**config.mk**
```make
export PLATFORM = sky130hd
export DESIGN_NAME = line_unit_config_fields
export DESIGN_NICKNAME = d
export VERILOG_FILES = /design/src/line_unit_pkg.sv /design/src/line_unit_config_fields.sv
export SDC_FILE = /design/constraint.sdc
export NUM_CORES = 1
export LEC_CHECK = 0
export BUFFER_PORTS_ARGS = -buffer_cell sky130_fd_sc_hd__buf_2
export CAP_MARGIN = 40
export CORE_MARGIN = 2
export CORE_UTILIZATION = 60
export CTS_BUF_LIST = sky130_fd_sc_hd__clkbuf_4 sky130_fd_sc_hd__clkbuf_8
export DETAILED_ROUTE_END_ITERATION = 16
export HOLD_SLACK_MARGIN = 0.02
export PLACE_DENSITY = 0.81
export SYNTH_ARGS = -nofsm -noshare
export SYNTH_HDL_FRONTEND = slang
export SYNTH_SLANG_ARGS = --single-unit
```
**constraint.sdc**
```tcl
create_clock -name ref_clk_i -period 5.3 [get_ports ref_clk_i]
set_clock_uncertainty 0.15 [all_clocks]
set_input_delay 0 -clock ref_clk_i [delete_from_list [all_inputs] [get_ports ref_clk_i]]
set_output_delay 0 -clock ref_clk_i [all_outputs]
set_load 0.1 [all_outputs]
```
**src/line_unit_pkg.sv**
```systemverilog
/*
  Constants, field layouts and carrier types for the line unit
  configuration bank. Assumes a single 250 MHz core clock; every
  pin-side input is asynchronous to it.
*/
// Functional notes
// - Single-rail transmit: positive input only, encoded
// - Dual-rail transmit uses both data inputs
// - Codec disable bit turns encoder/decoder off
// - HDB3 in E3 mode, otherwise B3ZS
// - Analog detector off: only digital asserts loss
// - Digital detector off: only analog asserts loss
// - Equalizer disable bit turns equalizer off
// - Single-rail receive: negative output held low
// - Mute bit suppresses data during loss
// - Muting zeroes outputs without receive clock edge
// - Shared pin: violation flag or second clock
// - Second clock invert picks launch edge
// - First clock invert picks launch edge
// - Rate bit: 0 DS3, 1 STS-1
// - Rate bit ignored while E3 selected
// - E3 bit selects E3 mode
// - Local and remote loop bits decoded together
// - Loop pair: normal, remote, analog, digital
// - All fields reset and clear to zero
package line_unit_pkg;

	// ------------------------------------------------------------
	// Register map and fields
	// ------------------------------------------------------------
	localparam int          REG_W          = 5;
	localparam logic [4:0]  REG_RESET      = 5'h00;
	localparam logic [3:0]  ADDR_STATUS    = 4'h0;
	localparam logic [3:0]  ADDR_TRANSMIT  = 4'h1;
	localparam logic [3:0]  ADDR_CODEC     = 4'h2;
	localparam logic [3:0]  ADDR_RXOUT     = 4'h3;
	localparam logic [3:0]  ADDR_RATE      = 4'h4;
	localparam int          TX_SINGLE_BIT  = 0;
	localparam int          CODEC_DIS_BIT  = 3;
	localparam int          ANA_DIS_BIT    = 2;
	localparam int          DIG_DIS_BIT    = 1;
	localparam int          EQ_DIS_BIT     = 0;
	localparam int          RX_SINGLE_BIT  = 4;
	localparam int          MUTE_BIT       = 3;
	localparam int          SHARED_BIT     = 2;
	localparam int          CLK2_INV_BIT   = 1;
	localparam int          CLK1_INV_BIT   = 0;
	localparam int          RATE_BIT       = 3;
	localparam int          E3_BIT         = 2;
	localparam int          LOCAL_LOOP_BIT = 1;
	localparam int          REMOTE_LOOP_BIT = 0;
	localparam int          ST_LOS_BIT     = 3;
	localparam int          ST_ANA_BIT     = 2;
	localparam int          ST_DIG_BIT     = 1;

	// ------------------------------------------------------------
	// Serial frame and pin sampling
	// ------------------------------------------------------------
	localparam logic [2:0]  LAST_BIT       = 3'h7;
	localparam int          NPIN           = 13;
	localparam int          P_SCLK         = 0;
	localparam int          P_CS_N         = 1;
	localparam int          P_SDI          = 2;
	localparam int          P_FIRST_CLK    = 3;
	localparam int          P_SECOND_CLK   = 4;
	localparam int          P_RX_POS       = 5;
	localparam int          P_RX_NEG       = 6;
	localparam int          P_ANA_LOST     = 7;
	localparam int          P_DIG_LOST     = 8;
	localparam int          P_VIOL         = 9;
	localparam int          P_CLR          = 10;
	localparam int          P_TPOS         = 11;
	localparam int          P_TNEG         = 12;

	// ------------------------------------------------------------
	// Types
	// ------------------------------------------------------------
	typedef enum logic [1:0] {
		LOOP_NONE    = 2'b00,
		LOOP_REMOTE  = 2'b01,
		LOOP_ANALOG  = 2'b10,
		LOOP_DIGITAL = 2'b11
	} loop_mode_t;

	typedef enum logic [1:0] {
		RATE_DS3  = 2'b00,
		RATE_STS1 = 2'b01,
		RATE_E3   = 2'b10
	} rate_mode_t;

	typedef enum logic [1:0] {
		SER_IDLE = 2'b00,
		SER_HDR  = 2'b01,
		SER_DATA = 2'b10,
		SER_DONE = 2'b11
	} ser_state_t;

	typedef struct packed {
		logic       tx_single_rail;
		logic       codec_disable;
		logic       hdb3_sel;
		logic       analog_detector_en;
		logic       digital_detector_en;
		logic       equalizer_en;
		rate_mode_t rate;
		loop_mode_t loop;
	} cfg_t;

	typedef struct packed {
		logic pos;
		logic neg;
		logic signal_lost;
		logic first_clock;
		logic shared;
	} rx_out_t;

	typedef struct packed {
		logic pos;
		logic neg;
	} tx_out_t;

	typedef struct packed {
		logic [NPIN-1:0] s1;
		logic [NPIN-1:0] s2;
		logic [2:0]      s3;
		ser_state_t      ser;
		logic [2:0]      cnt;
		logic [7:0]      shift;
		logic            rd;
		logic [3:0]      addr;
		logic [4:0]      tx_reg;
		logic [4:0]      codec_reg;
		logic [4:0]      rx_reg;
		logic [4:0]      rate_reg;
		logic            sdo;
		cfg_t            cfg;
		rx_out_t         rx;
		tx_out_t         tx;
	} state_t;

endpackage

```
**src/line_unit_config_fields.sv**
```systemverilog
/*
  Configuration bank of the line unit: four-wire serial register
  port, the command fields and the datapath steering they drive.
  Assumes all pins are asynchronous to ref_clk_i and that the
  serial clock and recovered clocks run well below 125 MHz.
*/
`timescale 1ns/1ps

module line_unit_config_fields
(
	// Core clock and reset
	input  wire logic                   ref_clk_i,
	input  wire logic                   reset_i,
	// Serial register port
	input  wire logic                   serial_clock_i,
	input  wire logic                   chip_select_n_i,
	input  wire logic                   serial_data_in_i,
	output logic                        serial_data_out_o,
	input  wire logic                   register_clear_in_i,
	// Transmit data
	input  wire logic                   transmit_positive_data_in_i,
	input  wire logic                   transmit_negative_data_in_i,
	output line_unit_pkg::tx_out_t      tx_o,
	// Receive side
	input  wire logic                   first_receive_clock_i,
	input  wire logic                   second_receive_clock_i,
	input  wire logic                   recovered_pos_i,
	input  wire logic                   recovered_neg_i,
	input  wire logic                   analog_signal_lost_i,
	input  wire logic                   digital_signal_lost_i,
	input  wire logic                   code_violation_i,
	output line_unit_pkg::rx_out_t      rx_o,
	// Decoded configuration
	output line_unit_pkg::cfg_t         cfg_o
);

	// ------------------------------------------------------------
	// Helpers
	// ------------------------------------------------------------
	function automatic logic [4:0] read_value
	(
		input logic [3:0] a,
		input logic [4:0] t,
		input logic [4:0] c,
		input logic [4:0] r,
		input logic [4:0] m,
		input logic [4:0] st
	);
		logic [4:0] v;
		v = 5'h00;
		case (a)
			line_unit_pkg::ADDR_STATUS:   v = st;
			line_unit_pkg::ADDR_TRANSMIT: v = t;
			line_unit_pkg::ADDR_CODEC:    v = c;
			line_unit_pkg::ADDR_RXOUT:    v = r;
			line_unit_pkg::ADDR_RATE:     v = m;
			default:                      v = 5'h00;
		endcase
		return v;
	endfunction

	function automatic logic pick_edge
	(
		input logic now,
		input logic prev,
		input logic inv
	);
		return inv ? (prev & ~now) : (now & ~prev);
	endfunction

	// ------------------------------------------------------------
	// State
	// ------------------------------------------------------------
	line_unit_pkg::state_t r;
	line_unit_pkg::state_t next_r;

	logic [line_unit_pkg::NPIN-1:0] pins;
	logic                           sclk_rise;
	logic                           sclk_fall;
	logic                           cs_n;
	logic                           sdi;
	logic                           los;
	logic                           mute;
	logic                           launch;
	logic                           e3;
	logic [4:0]                     status;
	logic [7:0]                     sh_in;

	always_comb
	begin
		pins = '0;
		pins[line_unit_pkg::P_SCLK]  = serial_clock_i;
		pins[line_unit_pkg::P_CS_N]  = chip_select_n_i;
		pins[line_unit_pkg::P_SDI]   = serial_data_in_i;
		pins[line_unit_pkg::P_FIRST_CLK]  = first_receive_clock_i;
		pins[line_unit_pkg::P_SECOND_CLK] = second_receive_clock_i;
		pins[line_unit_pkg::P_RX_POS]     = recovered_pos_i;
		pins[line_unit_pkg::P_RX_NEG]     = recovered_neg_i;
		pins[line_unit_pkg::P_ANA_LOST]   = analog_signal_lost_i;
		pins[line_unit_pkg::P_DIG_LOST]   = digital_signal_lost_i;
		pins[line_unit_pkg::P_VIOL]       = code_violation_i;
		pins[line_unit_pkg::P_CLR]   = register_clear_in_i;
		pins[line_unit_pkg::P_TPOS]  = transmit_positive_data_in_i;
		pins[line_unit_pkg::P_TNEG]  = transmit_negative_data_in_i;
	end

	// ------------------------------------------------------------
	// Next-state logic
	// ------------------------------------------------------------
	always_comb
	begin
		next_r = r;

		// Pins are only read from the second stage onward
		next_r.s1 = pins;
		next_r.s2 = r.s1;
		next_r.s3 = {r.s2[line_unit_pkg::P_SECOND_CLK],
			r.s2[line_unit_pkg::P_FIRST_CLK],
			r.s2[line_unit_pkg::P_SCLK]};

		sclk_rise = r.s2[line_unit_pkg::P_SCLK] & ~r.s3[0];
		sclk_fall = ~r.s2[line_unit_pkg::P_SCLK] & r.s3[0];
		cs_n      = r.s2[line_unit_pkg::P_CS_N];
		sdi       = r.s2[line_unit_pkg::P_SDI];
		sh_in     = {sdi, r.shift[7:1]};

		// Combined loss: a disabled detector cannot assert it
		los = (r.s2[line_unit_pkg::P_ANA_LOST]
			& ~r.codec_reg[line_unit_pkg::ANA_DIS_BIT])
			| (r.s2[line_unit_pkg::P_DIG_LOST]
			& ~r.codec_reg[line_unit_pkg::DIG_DIS_BIT]);

		status = 5'h00;
		status[line_unit_pkg::ST_LOS_BIT]  = los;
		status[line_unit_pkg::ST_ANA_BIT] = r.s2[line_unit_pkg::P_ANA_LOST];
		status[line_unit_pkg::ST_DIG_BIT] = r.s2[line_unit_pkg::P_DIG_LOST];

		// --------------------------------------------------------
		// Serial port, LSB-first frame: rw, 4 address, 3 pad, 8 data
		// --------------------------------------------------------
		case (r.ser)
			line_unit_pkg::SER_IDLE:
			begin
				next_r.sdo = 1'b0;
				if (!cs_n)
				begin
					next_r.ser = line_unit_pkg::SER_HDR;
					next_r.cnt = 3'h0;
				end
			end
			line_unit_pkg::SER_HDR:
			begin
				if (sclk_rise)
				begin
					next_r.shift = sh_in;
					next_r.cnt   = r.cnt + 3'h1;
					if (r.cnt == line_unit_pkg::LAST_BIT)
					begin
						next_r.rd    = sh_in[0];
						next_r.addr  = sh_in[4:1];
						next_r.shift = {3'h0, read_value(sh_in[4:1],
							r.tx_reg, r.codec_reg, r.rx_reg,
							r.rate_reg, status)};
						next_r.ser   = line_unit_pkg::SER_DATA;
					end
				end
			end
			line_unit_pkg::SER_DATA:
			begin
				if (r.rd)
				begin
					// Read data leaves on falling edges, ahead of the
					// rising edge at which the host samples it
					if (sclk_fall)
					begin
						next_r.sdo   = r.shift[0];
						next_r.shift = {1'b0, r.shift[7:1]};
					end
					if (sclk_rise)
					begin
						next_r.cnt = r.cnt + 3'h1;
						if (r.cnt == line_unit_pkg::LAST_BIT)
							next_r.ser = line_unit_pkg::SER_DONE;
					end
				end
				else if (sclk_rise)
				begin
					next_r.shift = sh_in;
					next_r.cnt   = r.cnt + 3'h1;
					if (r.cnt == line_unit_pkg::LAST_BIT)
					begin
						next_r.ser = line_unit_pkg::SER_DONE;
						// Only defined bits are stored; the rest
						// stay zero and read back as zero
						case (r.addr)
							line_unit_pkg::ADDR_TRANSMIT:
								next_r.tx_reg =
									{4'h0, sh_in[0]};
							line_unit_pkg::ADDR_CODEC:
								next_r.codec_reg =
									{1'b0, sh_in[3:0]};
							line_unit_pkg::ADDR_RXOUT:
								next_r.rx_reg = sh_in[4:0];
							line_unit_pkg::ADDR_RATE:
								next_r.rate_reg =
									{1'b0, sh_in[3:0]};
							default:
								next_r.rx_reg = r.rx_reg;
						endcase
					end
				end
			end
			line_unit_pkg::SER_DONE:
			begin
				// Extra clocks past the frame are ignored
				next_r.ser = r.ser;
			end
			default:
			begin
				next_r.ser = line_unit_pkg::SER_IDLE;
			end
		endcase

		// Deselect aborts any frame; a partial write stores nothing
		if (cs_n && r.ser != line_unit_pkg::SER_IDLE)
		begin
			next_r.ser = line_unit_pkg::SER_IDLE;
			next_r.sdo = 1'b0;
		end

		// Register clear pin wins over a write in the same cycle
		if (r.s2[line_unit_pkg::P_CLR])
		begin
			next_r.tx_reg    = line_unit_pkg::REG_RESET;
			next_r.codec_reg = line_unit_pkg::REG_RESET;
			next_r.rx_reg    = line_unit_pkg::REG_RESET;
			next_r.rate_reg  = line_unit_pkg::REG_RESET;
		end

		// --------------------------------------------------------
		// Decoded configuration
		// --------------------------------------------------------
		e3 = r.rate_reg[line_unit_pkg::E3_BIT];
		next_r.cfg.tx_single_rail =
			r.tx_reg[line_unit_pkg::TX_SINGLE_BIT];
		next_r.cfg.codec_disable =
			r.codec_reg[line_unit_pkg::CODEC_DIS_BIT];
		next_r.cfg.hdb3_sel = e3;
		next_r.cfg.analog_detector_en =
			~r.codec_reg[line_unit_pkg::ANA_DIS_BIT];
		next_r.cfg.digital_detector_en =
			~r.codec_reg[line_unit_pkg::DIG_DIS_BIT];
		next_r.cfg.equalizer_en =
			~r.codec_reg[line_unit_pkg::EQ_DIS_BIT];
		if (e3)
			next_r.cfg.rate = line_unit_pkg::RATE_E3;
		else if (r.rate_reg[line_unit_pkg::RATE_BIT])
			next_r.cfg.rate = line_unit_pkg::RATE_STS1;
		else
			next_r.cfg.rate = line_unit_pkg::RATE_DS3;
		next_r.cfg.loop = line_unit_pkg::loop_mode_t'({
			r.rate_reg[line_unit_pkg::LOCAL_LOOP_BIT],
			r.rate_reg[line_unit_pkg::REMOTE_LOOP_BIT]});

		// --------------------------------------------------------
		// Transmit steering
		// --------------------------------------------------------
		next_r.tx.pos = r.s2[line_unit_pkg::P_TPOS];
		if (r.tx_reg[line_unit_pkg::TX_SINGLE_BIT])
			next_r.tx.neg = 1'b0;
		else
			next_r.tx.neg = r.s2[line_unit_pkg::P_TNEG];

		// --------------------------------------------------------
		// Receive steering
		// --------------------------------------------------------
		// Edges are found on synchronised copies, so data trails the pin
		// by three core cycles; the recovered clocks must stay slow
		launch = pick_edge(r.s2[line_unit_pkg::P_FIRST_CLK], r.s3[1],
			r.rx_reg[line_unit_pkg::CLK1_INV_BIT]);
		if (r.rx_reg[line_unit_pkg::SHARED_BIT])
			launch = launch | pick_edge(r.s2[line_unit_pkg::P_SECOND_CLK],
				r.s3[2], r.rx_reg[line_unit_pkg::CLK2_INV_BIT]);

		mute = r.rx_reg[line_unit_pkg::MUTE_BIT] & los;
		next_r.rx.signal_lost = los;
		next_r.rx.first_clock = r.s3[1];
		if (r.rx_reg[line_unit_pkg::SHARED_BIT])
			next_r.rx.shared = r.s3[2];
		else
			next_r.rx.shared = r.s2[line_unit_pkg::P_VIOL];

		if (mute)
		begin
			// Forced on the next core edge, not the receive clock
			next_r.rx.pos = 1'b0;
			next_r.rx.neg = 1'b0;
		end
		else if (launch)
		begin
			next_r.rx.pos = r.s2[line_unit_pkg::P_RX_POS];
			if (r.rx_reg[line_unit_pkg::RX_SINGLE_BIT])
				next_r.rx.neg = 1'b0;
			else
				next_r.rx.neg = r.s2[line_unit_pkg::P_RX_NEG];
		end

		// Single-rail holds the negative output low at once, even when
		// the field is set between two launch edges
		if (r.rx_reg[line_unit_pkg::RX_SINGLE_BIT])
			next_r.rx.neg = 1'b0;
	end

	// ------------------------------------------------------------
	// Registers
	// ------------------------------------------------------------
	always_ff @(posedge ref_clk_i)
	begin
		if (reset_i)
		begin
			r      <= '0;
			r.s1   <= {line_unit_pkg::NPIN{1'b1}} & 13'h0002;
			r.s2   <= 13'h0002;
			r.ser  <= line_unit_pkg::SER_IDLE;
			r.cfg.analog_detector_en  <= 1'b1;
			r.cfg.digital_detector_en <= 1'b1;
			r.cfg.equalizer_en        <= 1'b1;
		end
		else
		begin
			r <= next_r;
		end
	end

	// ------------------------------------------------------------
	// Outputs
	// ------------------------------------------------------------
	assign serial_data_out_o = r.sdo;
	assign tx_o              = r.tx;
	assign rx_o              = r.rx;
	assign cfg_o             = r.cfg;

endmodule // line_unit_config_fields

```
Yosys cells after proc, flatten, opt, wreduce, memory -nomap -nowiden:

Index checks and enable logic that the tools add are counted.

* register bits after elaboration: 79
* input port bits: 15
* output and inout port bits: 18
* word-level logic and storage cells: 117

* $add $sub $neg: 1
* equality and inequality tests: 20
* multiplexer cells: 23
* bitwise logic cells: 22
* reduce and logical (&&, ||, !) cells: 22

Operators with widths (number)
* 13-bit 2-to-1 mux: 3
* 5-bit one-hot mux with 5 select lines: 1
* 5-bit AND reduction: 5
* 18-bit 2-to-1 mux: 1
* 4-bit by 2-bit equality test with 1-bit output, second input constant: 4
* 8-bit one-hot mux with 2 select lines: 1
* 2-bit != test, second input constant: 6
* 1-bit NOT: 11
* 5-bit 2-to-1 mux: 2
* 2-bit OR reduction: 5
* 1-bit bitwise AND: 9
* 3-bit one-hot mux with 3 select lines: 1
* 4-bit by 1-bit equality test with 1-bit output, second input constant: 2
* 4-bit by 3-bit equality test with 1-bit output, second input constant: 2
* 1-bit 2-to-1 mux: 8
* 8-bit 2-to-1 mux: 1
* 4-bit AND reduction: 2
* 2-bit 2-to-1 mux: 3
* 3-bit != test, second input constant: 2
* 2-bit one-hot mux with 3 select lines: 1
* 3-bit AND reduction: 2
* 2-bit nonzero test: 3
* 2-bit equality test, second input constant: 2
* 4-bit logical NOT: 1
* other kinds (9): 10

Longest topological paths before layout:

* word-level depth: 7
* depth in mapped cells: 9
* mapped depth without buffers: 7

Least setup slack after synthesis:

No wires, ideal clock.

* path type: flip-flop to flip-flop
* from: reg r[51] (netlist name)
* to: reg r[26] (netlist name)
* setup time: 0.128 ns
* arrival: 1.533 ns
* setup slack: 3.489 ns
* cell stages (with the launch flop): 8
* buffers on the path: 0
* period minus slack after synthesis: 1.811 ns
* cells stage by stage: dfxtp_1 ha_1 ha_1 nand3b_4 nor4_4 nand3_2 mux2i_1 nor2_1

* word-level cells in the longest chain between the ends: 2

Ends and longest elaborated chain
* start, declared: RTL line line_unit_config_fields.sv:74 `line_unit_pkg::state_t r;`
* start signal, assigned: RTL line line_unit_config_fields.sv:331 `r <= next_r;`
* 3-bit equality test: RTL line line_unit_config_fields.sv:190 `if (r.cnt == line_unit_pkg::LAST_BIT)`
* 5-bit AND reduction (no source line)

Every way passes these cells.
A chain may end at the register's enable or synchronous reset.

Worst setup path in the final report:

* from: reg r[51] (netlist name)
* to: reg r[24] (netlist name)

Same word-level chain as after synthesis.

==> out/qor.yml <==
fin_crit_ns: 2.05
cts_tree: "done"
via_count: 2221
wl_per_cell_um: 13.8
hpwl_um: 3560
syn_to_final_growth_pct: 15.3
drive_gt1_frac: 0.180
crit_type: "flip-flop to flip-flop"
power_density_nw_per_um2: 312
irDropWorstVdd_v: 0.000241
hold_violations: 0
grt_pass1_wl_um: 10000
postRouteWirelength_um: 5880
io_pins: 33
grt_usage: 0.218
p_leak_uw: 0.00161
cts_resized: 0
cts_root_buf: "clkbuf_8"
drtIter0Drc: 163
setup_violations: 0
clkSinkCount: 78
critPathCaptureType: "flip-flop"
dr.pass1.iters: 4
yosys_register_bits: 78
yosysSeqAreaShare: 0.498
antennaDiodeCount: 0
slew_headroom: 0.599
syn_area_sq_um: 3130
grt_pass1_vias: 2130
numCtsBuffers: 9
clockBufferDepth: 2
die_h_um: 76.3
max_freq_mhz: 489
critPathMaxFanout: 5
drtAntennaViolNets: 0
status: "completed"
core_region_area_sq_um: 5070
hold_path.class: "input pin to flip-flop"
synth_area_per_cell_sq_um: 9.92
async_reset_ff_frac: 0
place_congestion: 0.806
yosysWarnings: 0
grt_overflow: 0
nets: 372
rsz0062_at_grt: "no"
cts_setup_buffers: 0
synth_nets: 338
ctsHoldBuffers: 22
worstPathCellList: "ha_1 -> ha_1 -> nand3b_4 -> nor4_4 -> nand3_2 -> mux2i_1 -> nor2_1"
cp_data_required_time_ns: 5.39
start_kind: "flip-flop"
period_share: 0.386
path_clk_slew_ns: 0.09
fin_util: 0.712
tightestPinTransition_ns: 0.601
critPathMostFrequentCell: "ha_1"
synth_cell_types: 45
dieArea_sq_um: 5820
antenna_found_initial: 0
synth_flop_cell: "dfxtp_1"
clkLatencyLatePin_ns: 0.35
synth_edf_count: 0
die_w_um: 76.3
fill_cells: 383
io_buffers: 32
arrival_ns: 2.13
final_max_slew_viol_count: 0
max_stage_delay_ns: 0.37
fin_tns_setup_ns: 0
start_util: 0.618
num_rows: 26
post-route-drc-count: 0
grt_max_degree: 51
htreeDepth: 3
cpMaxStageDelayCell: "dfxtp_1"
cap_violations: 0
synth_cells: 316
vias_per_cell: 5.23
-- sequential cells by signal, summed over array words and instances, names as in the netlist --
signal	count
cfg_o	9
cs_n	1
e3	1
next_r	22
r	37
rx_o	5
serial_data_out_o	1
tx_o	2
-- stage by stage --
stage / power [uW] / instances / setup slack, ns / hold slack, ns / cell area, sq um
after floorplan: 686 / 316 / 3.49 / -0.0462 / 3130
after global placement: 698 / 386 / 3.31 / 0.0399 / 3190
after detailed placement: 703 / 387 / 3.25 / 0.0421 / 3210
after CTS: 1130 / 425 / 3.24 / 0.210 / 3610
after global routing: 1180 / 425 / 3.10 / 0.218 / 3610
final: 1130 / 425 / 3.25 / 0.221 / 3610
-- power breakdown --
part / switching [uW] / total (uW) / internal (uW)
Clock: 242 / 422 / 180
Sequential: 10.5 / 610 / 600
Combinational: 52.3 / 94.2 / 41.9
Total: 305 / 1130 / 821
-- cells in the mapped netlist (6+ instances only) --
| library cell | instances | area [sq um] |
|---|---|---|
| nor2_1 | 36 | 135 |
| dfxtp_1 | 78 | 1560 |
| nand3_1 | 6 | 30.0 |
| inv_1 | 8 | 30.0 |
| mux2i_1 | 25 | 250 |
| ha_1 | 7 | 87.6 |
| buf_4 | 18 | 135 |
| nand2b_1 | 8 | 50.1 |
| nor3_1 | 6 | 30.0 |
| clkbuf_1 | 9 | 33.8 |
| nand2_1 | 14 | 52.6 |
| nor2b_1 | 36 | 225 |
| a21oi_1 | 12 | 60.1 |
-- final cells by class --
| class | instances | area (sq um) | share of cell area |
|---|---|---|---|
| Sequential cell | 78 | 1560 | 0.432 |
| Multi-Input combinational cell | 198 | 1350 | 0.373 |
| Timing Repair Buffer | 55 | 400 | 0.111 |
| Clock buffer | 9 | 124 | 0.0343 |
| Tap cell | 70 | 87.6 | 0.0242 |
| Clock inverter | 7 | 61.3 | 0.0170 |
| Inverter | 8 | 30.0 | 0.00831 |
-- cell usage in the layout, fill, tap and decap left out, types with 2 or more instances in the layout --
| cell | count |
|---|---|
| nor3_1 | 6 |
| ha_1 | 7 |
| inv_1 | 8 |
| o21ai_0 | 5 |
| a21oi_1 | 12 |
| a211oi_1 | 3 |
| clkinvlp_4 | 2 |
| nor2_1 | 36 |
| nand3b_1 | 3 |
| nand2b_1 | 8 |
| buf_2 | 32 |
| nand2_1 | 14 |
| a32o_1 | 2 |
| dfxtp_1 | 78 |
| inv_6 | 4 |
| nand3_1 | 6 |
| a221oi_1 | 4 |
| mux2i_1 | 25 |
| or2_2 | 3 |
| clkbuf_8 | 9 |
| nor3b_1 | 3 |
| dlygate4sd3_1 | 22 |
| a21o_1 | 2 |
| nor2b_1 | 36 |
-- critical path, delay by kind of cell (launching register included) --
family / cells / cell delay (ns)
adder cells (fa/ha/maj): 2 / 0.44
AND/OR/NAND/NOR: 4 / 0.77
flip-flops: 1 / 0.37
multiplexers: 1 / 0.20
-- metal layers --
layer | GRT usage | share of wire
met2 | 0.358 | 0.49
met1 | 0.271 | 0.46
met3 | 0.0770 | 0.040
met4 | 0.0655 | 0.011
met5 | 0 | 0
-- worst paths after layout --
path	start	to	slack, ns	cells past startpoint
hold reg to reg	next_r[60]	cs_n	0.27	1
setup / recovery	r[51]	r[24]	3.25	7
setup reg to reg	r[51]	r[24]	3.25	7
hold / removal	chip_select_n_i	next_r[60]	0.22	3
-- logic make-up after synthesis --
group                    Yosys count  share of synthesized area
buffers and inverters             40                     0.0715
AND/OR/NAND/NOR                  128                      0.234
multiplexers                      26                     0.0834
flip-flops                        78                      0.498
adder cells (fa/ha/maj)            7                     0.0279
AO/OA/AOI/OAI                     37                     0.0850
No activity file was read; power rests on OpenSTA's default activity.
